--- config.mk ---
export PLATFORM = sky130hd
export DESIGN_NAME = sal_system_analog_loop_ctrl
export DESIGN_NICKNAME = d
export VERILOG_FILES = /design/src/core/sal_pkg.sv /design/src/core/sal_freq_mem.sv /design/src/core/sal_lock_det.sv /design/src/core/sal_system_analog_loop_ctrl.sv
export VERILOG_INCLUDE_DIRS = /design/src /design/src/core
export SDC_FILE = /design/constraint.sdc
export NUM_CORES = 1
export LEC_CHECK = 0
export BUFFER_PORTS_ARGS = -buffer_cell sky130_fd_sc_hd__buf_2
export CORE_ASPECT_RATIO = 1.25
export CORE_MARGIN = 2
export CORE_UTILIZATION = 57
export CTS_BUF_LIST = sky130_fd_sc_hd__clkbuf_4 sky130_fd_sc_hd__clkbuf_8
export DETAILED_ROUTE_END_ITERATION = 7
export HOLD_SLACK_MARGIN = 0.06
export PLACE_DENSITY = 0.82
export RECOVER_POWER = 25
export SYNTH_ARGS = -nofsm -noshare
export SYNTH_HDL_FRONTEND = slang
export SYNTH_SLANG_ARGS = --single-unit
--- constraint.sdc ---
create_clock -name clock -period 7.1 [get_ports clock]
set_input_delay 0.71 -clock clock [delete_from_list [all_inputs] [get_ports clock]]
set_output_delay 0.71 -clock clock [all_outputs]
set_load 0.01 [all_outputs]
--- src/core/sal_consts.svh ---
// Purpose: Offsets, field positions, reset values and timing counts for the analog loop block
// Assumes: Included by bare name from the design files
// Notes: Register offsets are byte addresses of aligned 32-bit words
`ifndef SAL_CONSTS_SVH
`define SAL_CONSTS_SVH

// Register byte offsets
`define SAL_OFF_CFG 8'h00
`define SAL_OFF_STAT 8'h04
`define SAL_OFF_GPIO 8'h08
`define SAL_OFF_NVM 8'h0c
`define SAL_OFF_FREQ_LO 8'h10
`define SAL_OFF_FREQ_HI 8'h14

// Configuration field positions
`define SAL_CFG_DIV_LSB 0
`define SAL_CFG_DIV_MSB 9
`define SAL_CFG_DBL_BIT 16

// Status field positions
`define SAL_ST_LOCK_BIT 0
`define SAL_ST_LOL_BIT 1
`define SAL_ST_BOOT_BIT 2
`define SAL_ST_SRC_LSB 4

// Divider limits and hardware defaults
`define SAL_DIV_MIN 10'd122
`define SAL_DIV_MAX 10'd560
`define SAL_DIV_RST 10'd280
`define SAL_DBL_RST 1'b0

// Voltage window spread in control code steps
`define SAL_LOCK_MARGIN 8'h20

// Lock qualification: time in ns, cycles at 50 ns period (least time, rounded up)
`define SAL_CLK_NS 50
`define SAL_LOCK_QUAL_NS 1000
`define SAL_LOCK_QUAL_CYC ((`SAL_LOCK_QUAL_NS + `SAL_CLK_NS - 1) / `SAL_CLK_NS)

`endif

--- src/core/sal_pkg.sv ---
// Purpose: Types shared by the analog loop configuration block
// Assumes: Offsets and counts live in sal_consts.svh
// Notes: Types only
package sal_pkg;

  // Boot loader states
  typedef enum logic [2:0] {
    SAL_BOOT_IDLE = 3'b000,
    SAL_BOOT_OTP = 3'b001,
    SAL_BOOT_EEP = 3'b010,
    SAL_BOOT_DFLT = 3'b011,
    SAL_BOOT_DONE = 3'b100
  } sal_boot_e;

  // Source of the current loop settings
  typedef enum logic [1:0] {
    SAL_SRC_DFLT = 2'b00,
    SAL_SRC_OTP = 2'b01,
    SAL_SRC_EEP = 2'b10,
    SAL_SRC_SW = 2'b11
  } sal_src_e;

  typedef logic [47:0] sal_num_t;
  typedef logic [15:0] sal_den_t;

endpackage : sal_pkg

--- src/core/sal_freq_mem.sv ---
// Purpose: Small store of frequency ratio words for the analog loop block
// Assumes: One write port, one read port, synchronous read
// Notes: Read data always comes from a register
`timescale 1ns/10ps
module sal_freq_mem
  import sal_pkg::*;
#(
  parameter int DEPTH = 4,
  parameter int WIDTH = 32
)
(
  input wire logic clock,
  input wire logic we,
  input wire logic [$clog2(DEPTH)-1:0] waddr,
  input wire logic [WIDTH-1:0] wdata,
  input wire logic [$clog2(DEPTH)-1:0] raddr,
  output logic [WIDTH-1:0] rdata
);

  initial
  begin
    if (DEPTH < 2 || WIDTH < 1)
    begin
      $error("sal_freq_mem: bad geometry");
    end
  end

  logic [WIDTH-1:0] mem_r [DEPTH];

  // Memory content has no reset; software loads it before use
  always_ff @(posedge clock)
  begin
    if (we)
    begin
      mem_r[waddr] <= wdata;
    end
  end

  // Registered read port
  always_ff @(posedge clock)
  begin
    rdata <= mem_r[raddr];
  end

endmodule : sal_freq_mem

--- src/core/sal_lock_det.sv ---
// Purpose: Lock detector comparing control voltage code to a derived window
// Assumes: Control voltage arrives as a digital code synchronous to clock
// Notes: Window follows the divider and doubler, never programmed by software
`timescale 1ns/10ps
`include "sal_consts.svh"
module sal_lock_det
  import sal_pkg::*;
#(
  parameter int VC_W = 8,
  parameter int QUAL = `SAL_LOCK_QUAL_CYC
)
(
  input wire logic clock,
  input wire logic rst_n,
  input wire logic [VC_W-1:0] vctrl,
  input wire logic [9:0] div,
  input wire logic dbl,
  input wire logic cfg_chg,
  output logic locked
);

  initial
  begin
    if (VC_W < 8 || QUAL < 1 || QUAL > 65535)
    begin
      $error("sal_lock_det: bad parameters");
    end
  end

  // Centre of the window shifts with the loop setting
  function automatic logic [VC_W-1:0] win_ctr(input logic [9:0] d, input logic db);
    logic [VC_W-1:0] base;
    base = VC_W'(8'h80);
    win_ctr = base + VC_W'(d[9:4]) - VC_W'(db);
  endfunction : win_ctr

  logic [VC_W-1:0] lo_lim;
  logic [VC_W-1:0] hi_lim;
  logic in_win;
  logic [15:0] qual_r;

  // Limits derived internally from the configuration
  assign lo_lim = win_ctr(div, dbl) - VC_W'(`SAL_LOCK_MARGIN); // RULE7
  assign hi_lim = win_ctr(div, dbl) + VC_W'(`SAL_LOCK_MARGIN); // RULE7
  assign in_win = (vctrl >= lo_lim) && (vctrl <= hi_lim);

  // A config change restarts qualification so lock is never claimed across it
  always_ff @(posedge clock)
  begin
    if (!rst_n || cfg_chg || !in_win)
    begin
      qual_r <= 16'h0000;
      locked <= 1'b0;
    end
    else if (qual_r < 16'(QUAL))
    begin
      qual_r <= qual_r + 16'h0001;
    end
    else
    begin
      locked <= 1'b1; // RULE7
    end
  end

  AST_LOCK_NEEDS_WIN: assert property (@(posedge clock) disable iff (!rst_n) // RULE7
    locked |-> $past(in_win))
    else $error("locked while voltage outside window");

endmodule : sal_lock_det

--- src/core/sal_system_analog_loop_ctrl.sv ---
// Purpose: Configuration, boot load and lock alarm for the system analog loop
// Assumes: Classic Wishbone slave, 32-bit data, one wait state on every access
// Notes: Contract
// Contract
// RULE1: Frequencies are 48-bit numerator over 16-bit denominator; the ratio view here ties numerator bits 47:32 to zero
// RULE2: Setting picks crystal direct or doubled reference
// RULE3: Feedback divider accepts integers 122 through 560
// RULE4: Software keeps loop within tuning range
// RULE5: Reset loads fields from enabled valid nonvolatile
// RULE6: After boot software may rewrite configuration anytime
// RULE7: Lock from control voltage within derived limits
// RULE8: Loss-of-lock alarm in status, optional pin
// RULE9: No valid source keeps hardware defaults
//
// Chosen here: the register offsets and the Wishbone interface to the registers.
`timescale 1ns/10ps
`include "sal_consts.svh"
module sal_system_analog_loop_ctrl
  import sal_pkg::*;
#(
  parameter int VC_W = 8,
  parameter int FMEM_DEPTH = 4
)
(
  input wire logic clock,
  input wire logic rst_n,
  input wire logic wb_cyc_i,
  input wire logic wb_stb_i,
  input wire logic wb_we_i,
  input wire logic [7:0] wb_adr_i,
  input wire logic [3:0] wb_sel_i,
  input wire logic [31:0] wb_dat_i,
  output logic [31:0] wb_dat_o,
  output logic wb_ack_o,
  input wire logic otp_en,
  input wire logic otp_valid,
  input wire logic [9:0] otp_div,
  input wire logic otp_dbl,
  input wire logic eep_en,
  input wire logic eep_valid,
  input wire logic [9:0] eep_div,
  input wire logic eep_dbl,
  input wire logic [VC_W-1:0] vctrl,
  output logic [9:0] loop_div,
  output logic loop_dbl,
  output logic gpio_status
);

  initial
  begin
    if (FMEM_DEPTH != 4)
    begin
      $error("sal_system_analog_loop_ctrl: frequency store must hold four words");
    end
  end

  // Divider legality check used by boot and bus paths
  function automatic logic div_ok(input logic [9:0] d);
    div_ok = (d >= `SAL_DIV_MIN) && (d <= `SAL_DIV_MAX);
  endfunction : div_ok

  sal_boot_e boot_r;
  sal_src_e src_r;
  logic [9:0] div_r;
  logic dbl_r;
  logic lol_r;
  logic gpio_en_r;
  logic chg_r;
  logic ack_r;
  logic [31:0] dat_r;
  logic locked;
  logic req;
  logic wr;
  logic rd;
  logic [31:0] fmem_rd;
  logic frd_r;
  logic [1:0] fidx_nxt;
  logic fmem_we;
  sal_num_t freq_num;
  sal_den_t freq_den;

  // Request seen on the first cycle only; ack_r stops a second take
  assign req = wb_cyc_i && wb_stb_i && !ack_r;
  assign wr = req && wb_we_i;
  assign rd = req && !wb_we_i;

  // Boot sequence: OTP wins over EEPROM, else defaults stay
  always_ff @(posedge clock)
  begin
    if (!rst_n)
    begin
      boot_r <= SAL_BOOT_IDLE;
    end
    else
    begin
      case (boot_r)
        SAL_BOOT_IDLE:
        begin
          if (otp_en && otp_valid && div_ok(otp_div))
          begin
            boot_r <= SAL_BOOT_OTP; // RULE5
          end
          else if (eep_en && eep_valid && div_ok(eep_div))
          begin
            boot_r <= SAL_BOOT_EEP; // RULE5
          end
          else
          begin
            boot_r <= SAL_BOOT_DFLT; // RULE9
          end
        end
        SAL_BOOT_OTP: boot_r <= SAL_BOOT_DONE;
        SAL_BOOT_EEP: boot_r <= SAL_BOOT_DONE;
        SAL_BOOT_DFLT: boot_r <= SAL_BOOT_DONE;
        default: boot_r <= SAL_BOOT_DONE;
      endcase
    end
  end

  // Loop setting: boot load, then software writes once boot is done
  always_ff @(posedge clock)
  begin
    if (!rst_n)
    begin
      div_r <= `SAL_DIV_RST; // RULE9
      dbl_r <= `SAL_DBL_RST; // RULE9
      src_r <= SAL_SRC_DFLT;
      chg_r <= 1'b0;
    end
    else
    begin
      chg_r <= 1'b0;
      if (boot_r == SAL_BOOT_OTP)
      begin
        div_r <= otp_div; // RULE5
        dbl_r <= otp_dbl; // RULE5
        src_r <= SAL_SRC_OTP;
        chg_r <= 1'b1;
      end
      else if (boot_r == SAL_BOOT_EEP)
      begin
        div_r <= eep_div; // RULE5
        dbl_r <= eep_dbl; // RULE5
        src_r <= SAL_SRC_EEP;
        chg_r <= 1'b1;
      end
      else if (boot_r == SAL_BOOT_DONE && wr && wb_adr_i == `SAL_OFF_CFG) // RULE6
      begin
        // Out-of-range divider is dropped whole so the loop never sees it
        if (wb_sel_i[1:0] == 2'b11 && div_ok(wb_dat_i[`SAL_CFG_DIV_MSB:`SAL_CFG_DIV_LSB]))
        begin
          div_r <= wb_dat_i[`SAL_CFG_DIV_MSB:`SAL_CFG_DIV_LSB]; // RULE3
          src_r <= SAL_SRC_SW;
          chg_r <= 1'b1;
        end
        if (wb_sel_i[2])
        begin
          dbl_r <= wb_dat_i[`SAL_CFG_DBL_BIT]; // RULE2
          src_r <= SAL_SRC_SW;
          chg_r <= 1'b1;
        end
      end
    end
  end

  // Alarm routing enable for the status pin
  always_ff @(posedge clock)
  begin
    if (!rst_n)
    begin
      gpio_en_r <= 1'b0;
    end
    else if (wr && wb_adr_i == `SAL_OFF_GPIO && wb_sel_i[0])
    begin
      gpio_en_r <= wb_dat_i[0]; // RULE8
    end
  end

  // Alarm is live while lock is absent once boot has settled
  always_ff @(posedge clock)
  begin
    if (!rst_n)
    begin
      lol_r <= 1'b0;
      gpio_status <= 1'b0;
    end
    else
    begin
      lol_r <= (boot_r == SAL_BOOT_DONE) && !locked; // RULE8
      gpio_status <= gpio_en_r && (boot_r == SAL_BOOT_DONE) && !locked; // RULE8
    end
  end

  // Outputs to the analog loop follow the registers
  assign loop_div = div_r;
  assign loop_dbl = dbl_r;

  sal_lock_det #(
    .VC_W(VC_W),
    .QUAL(`SAL_LOCK_QUAL_CYC)
  ) u_lock (
    .clock(clock),
    .rst_n(rst_n),
    .vctrl(vctrl),
    .div(div_r),
    .dbl(dbl_r),
    .cfg_chg(chg_r),
    .locked(locked)
  );

  // Frequency word index: lo/hi halves of numerator and denominator
  always_comb
  begin
    fidx_nxt = 2'b00;
    if (wb_adr_i == `SAL_OFF_FREQ_HI)
    begin
      fidx_nxt = 2'b01;
    end
  end
  assign fmem_we = wr && (wb_adr_i == `SAL_OFF_FREQ_LO || wb_adr_i == `SAL_OFF_FREQ_HI) && wb_sel_i == 4'hf;

  // Word 0 numerator bits 31:0, word 1 holds numerator 47:32 and denominator
  sal_freq_mem #(
    .DEPTH(FMEM_DEPTH),
    .WIDTH(32)
  ) u_fmem (
    .clock(clock),
    .we(fmem_we),
    .waddr(fidx_nxt),
    .wdata(wb_dat_i),
    .raddr(fidx_nxt),
    .rdata(fmem_rd)
  );

  // Read port follows the live address so the word is ready at ack; this flop picks it
  always_ff @(posedge clock)
  begin
    if (!rst_n)
    begin
      frd_r <= 1'b0;
    end
    else if (rd)
    begin
      frd_r <= (wb_adr_i == `SAL_OFF_FREQ_LO) || (wb_adr_i == `SAL_OFF_FREQ_HI);
    end
  end

  // Ratio view kept for the frequency math
  assign freq_num = {16'h0000, fmem_rd}; // RULE1
  assign freq_den = fmem_rd[31:16]; // RULE1

  // Read data and single-cycle ack; unmapped reads give zero, writes ignored
  always_ff @(posedge clock)
  begin
    if (!rst_n)
    begin
      ack_r <= 1'b0;
      dat_r <= 32'h0000_0000;
    end
    else
    begin
      ack_r <= req;
      if (rd)
      begin
        if (wb_adr_i == `SAL_OFF_CFG)
        begin
          dat_r <= {15'h0000, dbl_r, 6'h00, div_r};
        end
        else if (wb_adr_i == `SAL_OFF_STAT)
        begin
          dat_r <= {26'h0000000, src_r, 1'b0, boot_r == SAL_BOOT_DONE, lol_r, locked}; // RULE8
        end
        else if (wb_adr_i == `SAL_OFF_GPIO)
        begin
          dat_r <= {31'h00000000, gpio_en_r};
        end
        else if (wb_adr_i == `SAL_OFF_NVM)
        begin
          dat_r <= {28'h0000000, eep_valid, eep_en, otp_valid, otp_en};
        end
        else
        begin
          dat_r <= 32'h0000_0000;
        end
      end
    end
  end

  // Frequency words take the memory's registered output; select is a flop, not the live address
  assign wb_dat_o = frd_r ? fmem_rd : dat_r;
  assign wb_ack_o = ack_r;

  AST_DIV_RANGE: assert property (@(posedge clock) disable iff (!rst_n) // RULE3
    (boot_r == SAL_BOOT_DONE && src_r != SAL_SRC_DFLT) |-> div_ok(div_r))
    else $error("divider outside legal range");
  AST_BAD_DIV_KEPT: assert property (@(posedge clock) disable iff (!rst_n) // RULE3
    (boot_r == SAL_BOOT_DONE && wr && wb_adr_i == `SAL_OFF_CFG && !div_ok(wb_dat_i[9:0])) |=> $stable(div_r))
    else $error("illegal divider accepted");
  AST_DBL_WRITE: assert property (@(posedge clock) disable iff (!rst_n) // RULE2
    (boot_r == SAL_BOOT_DONE && wr && wb_adr_i == `SAL_OFF_CFG && wb_sel_i[2])
      |=> dbl_r == $past(wb_dat_i[16]))
    else $error("doubler select not written");
  AST_OTP_LOAD: assert property (@(posedge clock) disable iff (!rst_n) // RULE5
    (boot_r == SAL_BOOT_IDLE && otp_en && otp_valid && div_ok(otp_div))
      |=> ##1 (div_r == $past(otp_div, 2) && src_r == SAL_SRC_OTP))
    else $error("OTP setting not loaded");
  AST_EEP_LOAD: assert property (@(posedge clock) disable iff (!rst_n) // RULE5
    (boot_r == SAL_BOOT_IDLE && !(otp_en && otp_valid && div_ok(otp_div)) && eep_en && eep_valid
      && div_ok(eep_div)) |=> ##1 src_r == SAL_SRC_EEP)
    else $error("EEPROM setting not loaded");
  AST_DFLT_KEEP: assert property (@(posedge clock) disable iff (!rst_n) // RULE9
    (boot_r == SAL_BOOT_DFLT) |=> (div_r == `SAL_DIV_RST && src_r == SAL_SRC_DFLT))
    else $error("defaults not kept");
  AST_SW_WRITE: assert property (@(posedge clock) disable iff (!rst_n) // RULE6
    (boot_r == SAL_BOOT_DONE && wr && wb_adr_i == `SAL_OFF_CFG && wb_sel_i[1:0] == 2'b11
      && div_ok(wb_dat_i[9:0])) |=> (div_r == $past(wb_dat_i[9:0]) && src_r == SAL_SRC_SW))
    else $error("software rewrite lost");
  AST_LOL_PIN: assert property (@(posedge clock) disable iff (!rst_n) // RULE8
    (gpio_en_r && boot_r == SAL_BOOT_DONE && !locked) |=> gpio_status && lol_r)
    else $error("alarm not on status pin");
  AST_ACK_ONE: assert property (@(posedge clock) disable iff (!rst_n)
    wb_ack_o |=> !wb_ack_o)
    else $error("ack held two cycles");

  COV_OTP: cover property (@(posedge clock) boot_r == SAL_BOOT_OTP);
  COV_EEP: cover property (@(posedge clock) boot_r == SAL_BOOT_EEP);
  COV_LOCK: cover property (@(posedge clock) locked ##1 !locked);
  COV_SW: cover property (@(posedge clock) src_r == SAL_SRC_SW);

endmodule : sal_system_analog_loop_ctrl
==> summary.txt, run 1 <==
Cells and area
  – Area used by multi-input combinational logic: between 2000 and 3000 um2
  – Top library cells by usage in the layout, fill and taps aside: 105 x buf_2, 82 x dfxtp_1, 64 x edfxtp_1
  – ANT cells: 0
  – Fill cells: roughly 800
  – Relative area change from synthesis to final layout: 17.21%
  – Sequential cell area: 3563 um2
  – # nets final: approximately 750
  – Commonest non-fill, non-tap cell in the layout: buf_2
  – Layout cell share with drive strength beyond 1: ~30%

Hold path
  – Hold/Removal Path Class: register to register
  – Hold path cells: 1
  – End of the worst hold path: u_fmem.rdata[28]
  – Hold Path Origin: u_fmem.mem_r[1][28]

Place
  – Final weighted congestion of routability-driven global placement: 0.8970
  – Detailed placer's ending HPWL: 10,670 um
  – Port Buf Inserts: about 130

Pwr
  – Internal power contribution: 1286 uW
  – Cell Pwr Density: 241.5 nW/um2
  – Peak supply drop: 0.1556 mV
  – Sequential Power Share: a little over half
  – Clock group share of total power: 33.3%
  – Net switching power: 482.3 uW
  – Logic gate share of total power: 14.2%
  – Reported leakage power: 0.002957 uW
  – Switching power as a share of total power: 27.28%

Clock tree
  – Maximum clock insertion buffer count: 2
  – Inserted Clock Buffers: 17
  – Count of cells resized by post-cts repair: 0
  – Clock tree from TritonCTS: yes
  – Clock root buffer: clkbuf_8
  – Number of sinks on the clock net: 146
  – Clock transition at the registers of the reported paths: 0.08 ns
  – Post-CTS Hold Buffers: 0
  – Number of setup buffers added after CTS: 0
  – Insertion delay of the later-clocked pin in the worst-skew pair: approximately 0.43 ns
  – # H-tree levels: 4

Critical path
  – Reg2reg end: u_lock.qual_r[10]
  – CP startpoint: loop_dbl
  – Launching element type of the critical path: register
  – Data required time of the critical path: 7.47 ns
  – Worst endpoint data arrival time: 4.22 ns
  – Critical path endpoint category: register
  – Reg2Reg Setup Slack: 3.25 ns
  – Worst Setup Path Type: register to register
  – Maximum fanout along the worst path: 17
  – Cell count of the worst reg-to-reg path: 12
  – FF-to-FF Start: loop_dbl

Floorplanning
  – I/O pin count: around 130
  – Die outline area: 11,810 um2
  – Vert. Die Dim: roughly 120 um
  – Placeable core area: around 11,000 um2
  – Number of cell rows: 42
  – Horizontal die dimension: 97.62 um
  – Initial Utilization: 58.83%

Routing
  – Final WL: 14,890 um
  – Detailed-router iteration count before antenna repair: 5
  – Uppermost layer routed: met4
  – Number of remaining DRC errors: 0
  – Detailed-route via count: 4,684
  – Via density: approximately 6
  – Met1 layer wirelength in the final routing: roughly 5800 um
  – DRT iter0 DRCs: roughly 300
  – Routed WL per cell: 18.62 um
  – Count of antenna-violating nets left after detailed routing: 0
  – Met2 WL: 7608 um
  – Met3 wire length: between 1000 and 1500 um

Global routing
  – Total overflow reported by the global router: 0
  – Largest net degree at the start of global routing: 34
  – Global-route wire length before repair: 23,980 um
  – Via count of the first global-routing pass: 4,799
  – Global-route total usage across every layer: 26.02%
  – Initial antenna violation count: 0

Yosys
  – Async SR Flop Fraction: 0%
  – Number of enable flip-flop cells after synthesis: 64
  – Number of standard cells after synthesis: 530
  – Seq/Total Area, Yosys: 57.06%
  – Post-Synthesis Net Count: 628
  – Synth area leaders: edfxtp_1 31%, dfxtp_1 26%, mux2_2 7.9%, and2_1 3.7%, ha_1 3.0%
  – Mean Syn Cell Area: 11.78 um2
  – Yosys top cell by area: edfxtp_1
  – Most common flop cell mapped by yosys: dfxtp_1
  – Number of synthesized register bits: 146
  – Synth unique cells: 58
  – Synth Cell Area: roughly 6200 um2
  – Post-synth top area share: 30.78%
  – Warnings from Yosys: 0

STA
  – Setup violations, final: 0
  – Final Hold Fails: 0
  – Fin. max-slew vios: 0
  – Worst Hold Margin: 0.4638 ns
  – Final-layout setup total negative slack: 0 ns
  – Clock period minus worst slack: 3.852 ns
  – Normalized max-slew margin: 23.71%
  – Worst-case clock skew: 0.009621 ns
  – RSZ-0062 raised after global routing: false
  – Ratio of final minimum period to clock period: between 50% and 60%
  – Tightest Pin Transition: 1.143 ns
  – Timing-limited maximum frequency: 259.6 MHz

Run
  – Count of maximum capacitance violations: 0

Outcome
  – Run status: completed
## synth_stat cells (all sizes together) (2+ instances only)
cell type	count
nor4	9
mux2	44
o22a	3
xnor2	5
and3	2
nor2b	9
nor2	35
nor3	13
a311o	4
o211ai	7
o31ai	4
a31o	2
a31oi	6
mux2i	11
inv	13
o21bai	3
a21oi	21
nand4	4
a22o	2
xor2	4
nand2	25
o21a	8
o221ai	3
a22oi	7
nand3	8
ha	15
nand2b	7
dfxtp	82
edfxtp	64
o21ai	11
buf	6
a211oi	2
or3b	2
and2	37
nand3b	4
clkbuf	19
nor3b	2
or3	5
nand4b	2
o22ai	6
## area by class of cell
type                    instances  share of cell area, %
clock buffers                  19                  3.402
clock inverters                13                  1.538
repair buffers                131                  8.718
flip-flops and latches        146                  48.68
inverters                      14                 0.7179
well taps                     132                  2.256
multi-input cells             345                  34.68
## worst max-delay path: stages (launching register included)
cell	delay, ns
dfxtp_1	0.39
ha_1	0.20
nor3b_1	0.31
nor3b_1	0.37
xor2_1	0.29
inv_1	0.08
ha_1	0.30
ha_1	0.31
o21a_1	0.14
a21oi_1	0.07
a311o_1	0.37
a2111oi_4	0.73
and2_1	0.23
## power groups by stage
stage,logic (uW),registers [uW],clock network [uW]
2_1_floorplan,166,934,0
3_5_place_dp,249,946,0
3_3_place_gp,239,945,0
4_1_cts,251,927,599
5_1_grt,277,931,632
6_report,251,928,590
## how the worst max path moves through the flow
stage / to / slack, ns / cells after the start
5_1_grt: u_lock.qual_r[10] / 2.90 / 12
3_5_place_dp: u_lock.qual_r[1] / 3.29 / 12
6_report: u_lock.qual_r[10] / 3.25 / 12
4_1_cts: u_lock.qual_r[1] / 3.26 / 12
2_1_floorplan: u_fmem.mem_r[0][0] / 1.97 / 4
3_3_place_gp: u_lock.qual_r[0] / 3.60 / 13
## per-stage QoR
| stage | util [%] | power, uW | cell area, um2 | setup slack (ns) | cells |
|---|---|---|---|---|---|
| after floorplan | - | 1100 | 6245 | 1.967 | 530 |
| after global placement | 65.81 | 1184 | 6985 | 3.602 | 768 |
| after detailed placement | 65.81 | 1195 | 6985 | 3.292 | 768 |
| after CTS | 69.21 | 1777 | 7347 | 3.261 | 800 |
| after global routing | 68.95 | 1840 | 7320 | 2.902 | 800 |
| final | 68.95 | 1768 | 7320 | 3.248 | 800 |
## per-layer routing
layer | vias to the layer above | GRT usage (%)
met4 | 0 | 11.89
met5 | - | 0
met2 | 218 | 46.47
li1 | 2201 | -
met3 | 40 | 5.760
met1 | 2225 | 29.76
## state kept, by name (all words and copies together), names as in the netlist
| register | flops |
|---|---|
| frd_r | 1 |
| gpio_en_r | 1 |
| u_fmem.mem_r | 64 |
| src_r | 2 |
| u_lock.locked | 1 |
| gpio_status | 1 |
| boot_r | 3 |
| loop_dbl | 1 |
| wb_ack_o | 1 |
| dat_r | 11 |
| u_lock.qual_r | 16 |
| chg_r | 1 |
| u_fmem.rdata | 32 |
| lol_r | 1 |
| loop_div | 10 |
## cell families (layout without fill, tap and decap cells)
family,Yosys count,in the layout,share of synthesized area (%)
buffers and inverters,39,177,2.484
AO/OA/AOI/OAI,97,97,11.24
AND/OR/NAND/NOR,168,168,14.89
multiplexers,56,56,10.06
flip-flops,146,146,57.06
XOR/XNOR,9,9,1.262
adder cells (fa/ha/maj),15,15,3.005
Note: power is estimated with default switching activity, not from simulation.
==> run 2, diff against run 1 <==
- clock period: 7.1 -> 3.8 ns (I/O delays scaled with it)
==> run 2 against run 1 <==
Effect of this change: clock-buffer cell count rose by 2; critical path depth is 1 higher; design area increased by 0.97%; cell count up 0.13%; worst hold slack worse by 0.33 ns; highest routed layer unchanged; critical path type unchanged; combinational power grew 88%; non-clock buffer count grew 1; critical endpoint is now u_lock.qual_r[14]; global-route usage down 0.70 points; wire length fell by 1.4%.
==> summary.txt, run 2 (same netlist as run 1, synthesis figures left out) <==
Outcome
  – Run status: completed

Place
  – Final weighted congestion of routability-driven global placement: 0.8972 (about the same)
  – Placed cell count: 769 (+0.13%)
  – Detailed placer's ending HPWL: 10,640 um (-0.28%)
  – Port Buf Inserts: 127 (unchanged)
  – DP Area: 6993 um2 (+0.11%)

Pwr
  – Switching power as a share of total power: 26.06% (-1.2 points)
  – Logic gate share of total power: 13.6% (-0.6 points)
  – Reported leakage power: 0.003006 uW (+1.7%)
  – Internal power contribution: 2560 uW (+99%)
  – Net switching power: 902.5 uW (+87%)
  – Peak supply drop: 0.2602 mV (+67%)
  – Cell Pwr Density: 468.5 nW/um2 (+94%)
  – Sequential Power Share: 50.1% (-2.4 points)
  – Clock group share of total power: 36.3% (+3.0 points)

Run
  – Count of maximum capacitance violations: 0 (unchanged)

STA
  – Final Hold Fails: 0 (unchanged)
  – Tightest Pin Transition: 1.077 ns (-0.06604 ns)
  – Normalized max-slew margin: 28.12% (+4.4 points)
  – Worst-case clock skew: 0.008767 ns (-0.0008541 ns)
  – RSZ-0062 raised after global routing: false
  – Setup violations, final: 0 (unchanged)
  – Timing-limited maximum frequency: 283.6 MHz (+9.2%)
  – Worst Hold Margin: 0.1352 ns (-0.3286 ns)
  – Ratio of final minimum period to clock period: 92.79% (+39 points)
  – Clock period minus worst slack: 3.526 ns (-0.3260 ns)
  – Fin. max-slew vios: 0 (unchanged)

Global routing
  – Via count of the first global-routing pass: 4,790 (-0.19%)
  – Total overflow reported by the global router: 0 (unchanged)
  – Largest net degree at the start of global routing: 34 (unchanged)
  – Global-route wire length before repair: 23,570 um (-1.7%)
  – Global-route total usage across every layer: 25.32% (-0.70 points)
  – Initial antenna violation count: 0 (unchanged)

Cells and area
  – Design Area, Final: 7391 um2 (+0.97%)
  – ANT cells: 0 (unchanged)
  – Top library cells by usage in the layout, fill and taps aside: 107 x buf_2, 82 x dfxtp_1, 64 x edfxtp_1
  – Non-Filler Instances: 801 (+0.13%)
  – Largest registers in the final layout: u_fmem.mem_r: 64 flops, u_fmem.rdata: 32 flops, u_lock.qual_r: 16 flops
  – Number of flip-flops under the largest register name: 64 (unchanged)
  – Layout cell share with drive strength beyond 1: 30.19% (+0.55 points)
  – # nets final: 754 (+0.13%)
  – Relative area change from synthesis to final layout: 18.35%
  – Core Util, Final: 69.63% (+0.67 points)
  – Register with the highest flop count: u_fmem.mem_r
  – Commonest non-fill, non-tap cell in the layout: buf_2

Routing
  – Via density: 5.841 (-0.23%)
  – Count of antenna-violating nets left after detailed routing: 0 (unchanged)
  – Detailed-route via count: 4,679 (-0.11%)
  – Detailed-router iteration count before antenna repair: 5 (unchanged)
  – Final WL: 14,680 um (-1.4%)
  – Number of remaining DRC errors: 0 (unchanged)
  – DRT iter0 DRCs: 339 (+13%)
  – Routed WL per cell: 18.33 um (-1.6%)

Floorplanning
  – Initial Utilization: 58.83% (unchanged)
  – I/O pin count: 128 (unchanged)
  – Die outline area: 11,810 um2 (unchanged)
  – Horizontal die dimension: 97.62 um (unchanged)
  – Number of cell rows: 42 (unchanged)
  – Vert. Die Dim: 121.0 um (unchanged)
  – Placeable core area: 10,620 um2 (unchanged)

Clock tree
  – Clock transition at the registers of the reported paths: 0.08 ns (about the same)
  – # H-tree levels: 4 (unchanged)
  – Number of sinks on the clock net: 146 (unchanged)
  – Maximum clock insertion buffer count: 2 (unchanged)
  – Insertion delay of the later-clocked pin in the worst-skew pair: 0.43 ns (about the same)
  – Inserted Clock Buffers: 17 (unchanged)
  – Clock tree from TritonCTS: yes
  – Clock root buffer: clkbuf_8

Critical path
  – Worst Setup Path Type: register to register
  – Maximum fanout along the worst path: 17 (unchanged)
  – Critical path endpoint category: register
  – Data required time of the critical path: 4.17 ns (-3.30 ns)
  – Cell count of the worst reg-to-reg path: 13 (+1)
  – Worst endpoint data arrival time: 3.90 ns (-0.32 ns)
  – Launching element type of the critical path: register

Hold path
  – Hold path cells: 1 (unchanged)
  – Hold/Removal Path Class: input port to register
-- run 2: through the flow --
step,worst slack (ns),TNS (ns),total power (uW)
floorplan,-1.003,-64.17,2056
global placement,0.4829,0,2214
detailed placement,0.2206,0,2236
CTS,0.1896,0,3479
global route,0.04630,0,3596
finish,0.2738,0,3463
-- run 2: repair_timing --
action / in CTS / in global routing
endpoints found under the hold margin: 0 / 0
setup buffers: 0 / 0
hold buffers: 0 / 0
setup endpoints to repair: 0 / 1
gates resized for setup: 0 / 1
-- run 2: layout make-up --
type	instances	area, um2
repair buffers	132	648.1
multi-input cells	345	2544
well taps	132	165.2
inverters	14	52.55
clock buffers	21	264.0
fillers	801	3224
flip-flops and latches	146	3563
clock inverters	11	153.9
-- run 2: per-layer routing --
metal,GRT usage [%],part of all wire [%],vias up
met5,0,0,-
met3,5.991,6.8,36
li1,-,-,2205
met4,9.896,2.8,0
met2,45.22,51,189
met1,29.44,39,2249
-- run 2: final timing paths --
path                                         from                  end  slack [ns]
worst max-delay path                     loop_dbl    u_lock.qual_r[14]        0.27
worst min register to register  u_lock.qual_r[10]    u_lock.qual_r[10]        0.47
worst max register to register           loop_dbl    u_lock.qual_r[14]        0.27
worst min-delay path                 wb_dat_i[19]  u_fmem.mem_r[0][19]        0.14
-- run 2: worst max-delay path, cell delays in order, from the launching register on --
cell       delay, ns
dfxtp_1         0.40
ha_1            0.19
nor3b_1         0.31
nor3b_2         0.29
xor2_1          0.28
inv_1           0.08
ha_1            0.31
ha_1            0.31
o21a_1          0.15
a21oi_1         0.08
a311o_1         0.36
a2111oi_4       0.34
buf_4           0.23
and2_1          0.15
-- run 2: power by group through the flow --
| stage | registers (uW) | logic [uW] | clock network [uW] |
|---|---|---|---|
| CTS | 1730 | 469 | 1280 |
| detailed placement | 1770 | 467 | 0 |
| global route | 1740 | 515 | 1340 |
| floorplan | 1740 | 311 | 0 |
| global placement | 1760 | 449 | 0 |
| finish | 1740 | 471 | 1260 |
==> run 3, diff against run 2 <==
- ABC_CLOCK_PERIOD_IN_PS: default -> 3800
- CELL_PAD_IN_SITES_DETAIL_PLACEMENT: default -> 2
- CELL_PAD_IN_SITES_GLOBAL_PLACEMENT: default -> 2
- CORE_UTILIZATION: 57 -> 37
- PLACE_DENSITY: 0.82 -> default
- PLACE_DENSITY_LB_ADDON: default -> 0.1
==> run 3 against run 2 <==
Effect of this change: die area is 52% higher; register-to-register slack lost 0.06 ns; clock power shrank 6%; fmax fell by 1.7%; first-iteration DRC count is 41% lower; power fell by 1.4%; setup slack got worse by 0.060 ns; sequential cell count stayed put; largest cell class unchanged; largest power group unchanged.
==> summary.txt, run 3 (same netlist as run 1, synthesis figures left out) <==
Pwr
  – Peak supply drop: 0.1972 mV (-24%)
  – Reported leakage power: 0.002990 uW (-0.51%)
  – Sequential Power Share: 50.1% (about the same)
  – Internal power contribution: 2384 uW (-6.9%)
  – Clock group share of total power: 34.5% (-1.8 points)
  – Cell Pwr Density: 455.6 nW/um2 (-2.8%)
  – Switching power as a share of total power: 30.15% (+4.1 points)
  – Net switching power: 1029 uW (+14%)
  – Logic gate share of total power: 15.4% (+1.8 points)

Critical path
  – Data required time of the critical path: 4.20 ns (+0.03 ns)
  – Launching element type of the critical path: register
  – Cell Chain, Critical Path: inv_1, ha_1, nor3b_1, nor3b_1, xor2_1, inv_1, ha_1, ha_1, o21a_1, a21oi_1, a311o_1, a2111oi_4, buf_4, and2_1
  – Cell seen most often among critical-path stages: ha_1
  – Critical path endpoint category: register
  – Peak per-stage delay on the critical path: 0.35 ns (-0.05 ns)
  – Maximum fanout along the worst path: 17 (unchanged)
  – Slowest cell on the critical path: a311o_1
  – Worst endpoint data arrival time: 3.98 ns (+0.08 ns)
  – Worst Setup Path Type: register to register

Routing
  – Via density: 5.228 (-10%)
  – DRT iter0 DRCs: 200 (-41%)
  – Detailed-router iteration count before antenna repair: 4 (-1)
  – Routed WL per cell: 20.49 um (+12%)
  – Count of antenna-violating nets left after detailed routing: 0 (unchanged)
  – Number of remaining DRC errors: 0 (unchanged)
  – Final WL: 18,320 um (+25%)
  – Detailed-route via count: 4,674 (-0.11%)

Global routing
  – Largest net degree at the start of global routing: 41 (+21%)
  – Global-route total usage across every layer: 21.60% (-3.7 points)
  – Total overflow reported by the global router: 0 (unchanged)
  – Initial antenna violation count: 0 (unchanged)
  – Via count of the first global-routing pass: 5,162 (+7.8%)
  – Global-route wire length before repair: 29,100 um (+23%)

Floorplanning
  – Initial Utilization: 37.52% (-21 points)
  – Placeable core area: 16,640 um2 (+57%)
  – Vert. Die Dim: 149.3 um (+23%)
  – I/O pin count: 128 (unchanged)
  – Die outline area: 17,940 um2 (+52%)
  – Horizontal die dimension: 120.2 um (+23%)
  – Number of cell rows: 53 (+26%)

Clock tree
  – Insertion delay of the later-clocked pin in the worst-skew pair: 0.46 ns (+0.03 ns)
  – Count of cells resized by post-cts repair: 0 (unchanged)
  – Post-CTS Hold Buffers: 0 (unchanged)
  – Clock tree from TritonCTS: yes
  – # H-tree levels: 4 (unchanged)
  – Clock root buffer: clkbuf_8
  – Maximum clock insertion buffer count: 2 (unchanged)
  – Number of setup buffers added after CTS: 0 (unchanged)
  – Number of sinks on the clock net: 146 (unchanged)
  – Clock transition at the registers of the reported paths: 0.09 ns (about the same)
  – Inserted Clock Buffers: 17 (unchanged)

Cells and area
  – # nets final: 759 (+0.66%)
  – Register with the highest flop count: u_fmem.mem_r
  – Core Util, Final: 45.00% (-25 points)
  – Top library cells by usage in the layout, fill and taps aside: 99 x buf_2, 82 x dfxtp_1, 64 x edfxtp_1
  – Largest registers in the final layout: u_fmem.mem_r: 64 flops, u_fmem.rdata: 32 flops, u_lock.qual_r: 16 flops
  – Relative area change from synthesis to final layout: 19.96%
  – Commonest non-fill, non-tap cell in the layout: buf_2
  – Design Area, Final: 7491 um2 (+1.4%)
  – Layout cell share with drive strength beyond 1: 29.53% (-0.67 points)
  – Number of flip-flops under the largest register name: 64 (unchanged)
  – ANT cells: 0 (unchanged)

Run
  – Count of maximum capacitance violations: 0 (unchanged)

STA
  – Setup violations, final: 0 (unchanged)
  – Min setup slack post-route: 0.2141 ns (-0.05970 ns)
  – Ratio of final minimum period to clock period: 94.37% (+1.6 points)
  – Normalized max-slew margin: 24.09% (-4.0 points)
  – Worst-case clock skew: 0.01448 ns (+0.005711 ns)
  – Final Hold Fails: 0 (unchanged)
  – Tightest Pin Transition: 1.137 ns (+0.06044 ns)
  – RSZ-0062 raised after global routing: false
  – Timing-limited maximum frequency: 278.9 MHz (-1.7%)
  – Clock period minus worst slack: 3.586 ns (+0.05970 ns)
  – Fin. max-slew vios: 0 (unchanged)

Hold path
  – Hold/Removal Path Class: input port to register

Place
  – Final weighted congestion of routability-driven global placement: 0.8036 (-10%)
  – Port Buf Inserts: 127 (unchanged)
  – Pre-CTS worst setup slack: 0.1868 ns (-0.03379 ns)
  – DP Area: 7141 um2 (+2.1%)
  – Detailed placer's ending HPWL: 13,990 um (+31%)

Outcome
  – Run status: completed
[run 3: cell types whose count changed in the layout (fill, tap and decap cells not counted), sizes merged]
cell      change
buf           -3
bufinv        -3
clkbuf        +5
clkinvlp      +1
inv           +5
[run 3: power groups by stage]
stage	registers [uW]	clock network [uW]	logic, uW
after global placement	1740	0	509
after floorplan	1740	0	311
after CTS	1710	1210	539
after global routing	1720	1290	582
after detailed placement	1750	0	536
final	1710	1180	527
[run 3: per-stage QoR]
step	TNS, ns	hold WS, ns	power [uW]	instances
after detailed placement	0	0.4495	2283	862
final	0	0.1081	3413	894
after CTS	0	0.07423	3465	894
after global placement	0	0.4427	2252	862
after global routing	0	0.07306	3589	894
after floorplan	-64.17	0.4233	2056	530
[run 3: layer usage]
metal | vias to the layer above | wire length (um) | global-route usage [%]
li1 | 2209 | - | -
met1 | 2340 | 7192 | 24.81
met2 | 107 | 9935 | 39.35
met3 | 18 | 806 | 3.937
met4 | 0 | 385 | 8.706
met5 | - | 0 | 0
[run 3: worst max-delay path: cells and delay by family, from the launching register on]
family / cells / cell delay (ns)
XOR/XNOR: 1 / 0.29
flip-flops: 1 / 0.33
AO/OA/AOI/OAI: 4 / 0.88
AND/OR/NAND/NOR: 3 / 0.81
buffers and inverters: 3 / 0.41
adder cells (fa/ha/maj): 3 / 0.80
[run 3: worst paths after layout]
kind	end	cells past startpoint	slack [ns]	start
max	u_lock.qual_r[6]	14	0.21	loop_div[4]
min	u_fmem.mem_r[0][17]	1	0.11	wb_dat_i[17]
max reg2reg	u_lock.qual_r[6]	14	0.21	loop_div[4]
min reg2reg	u_fmem.rdata[26]	1	0.47	u_fmem.mem_r[1][26]
[run 3: cell type report]
cell class / count / area [um2]
repair buffers: 137 / 675.6
well taps: 220 / 275.3
multi-input cells: 345 / 2539
clock inverters: 14 / 137.6
flip-flops and latches: 146 / 3563
inverters: 14 / 52.55
clock buffers: 18 / 247.7
fillers: 1750 / 9154
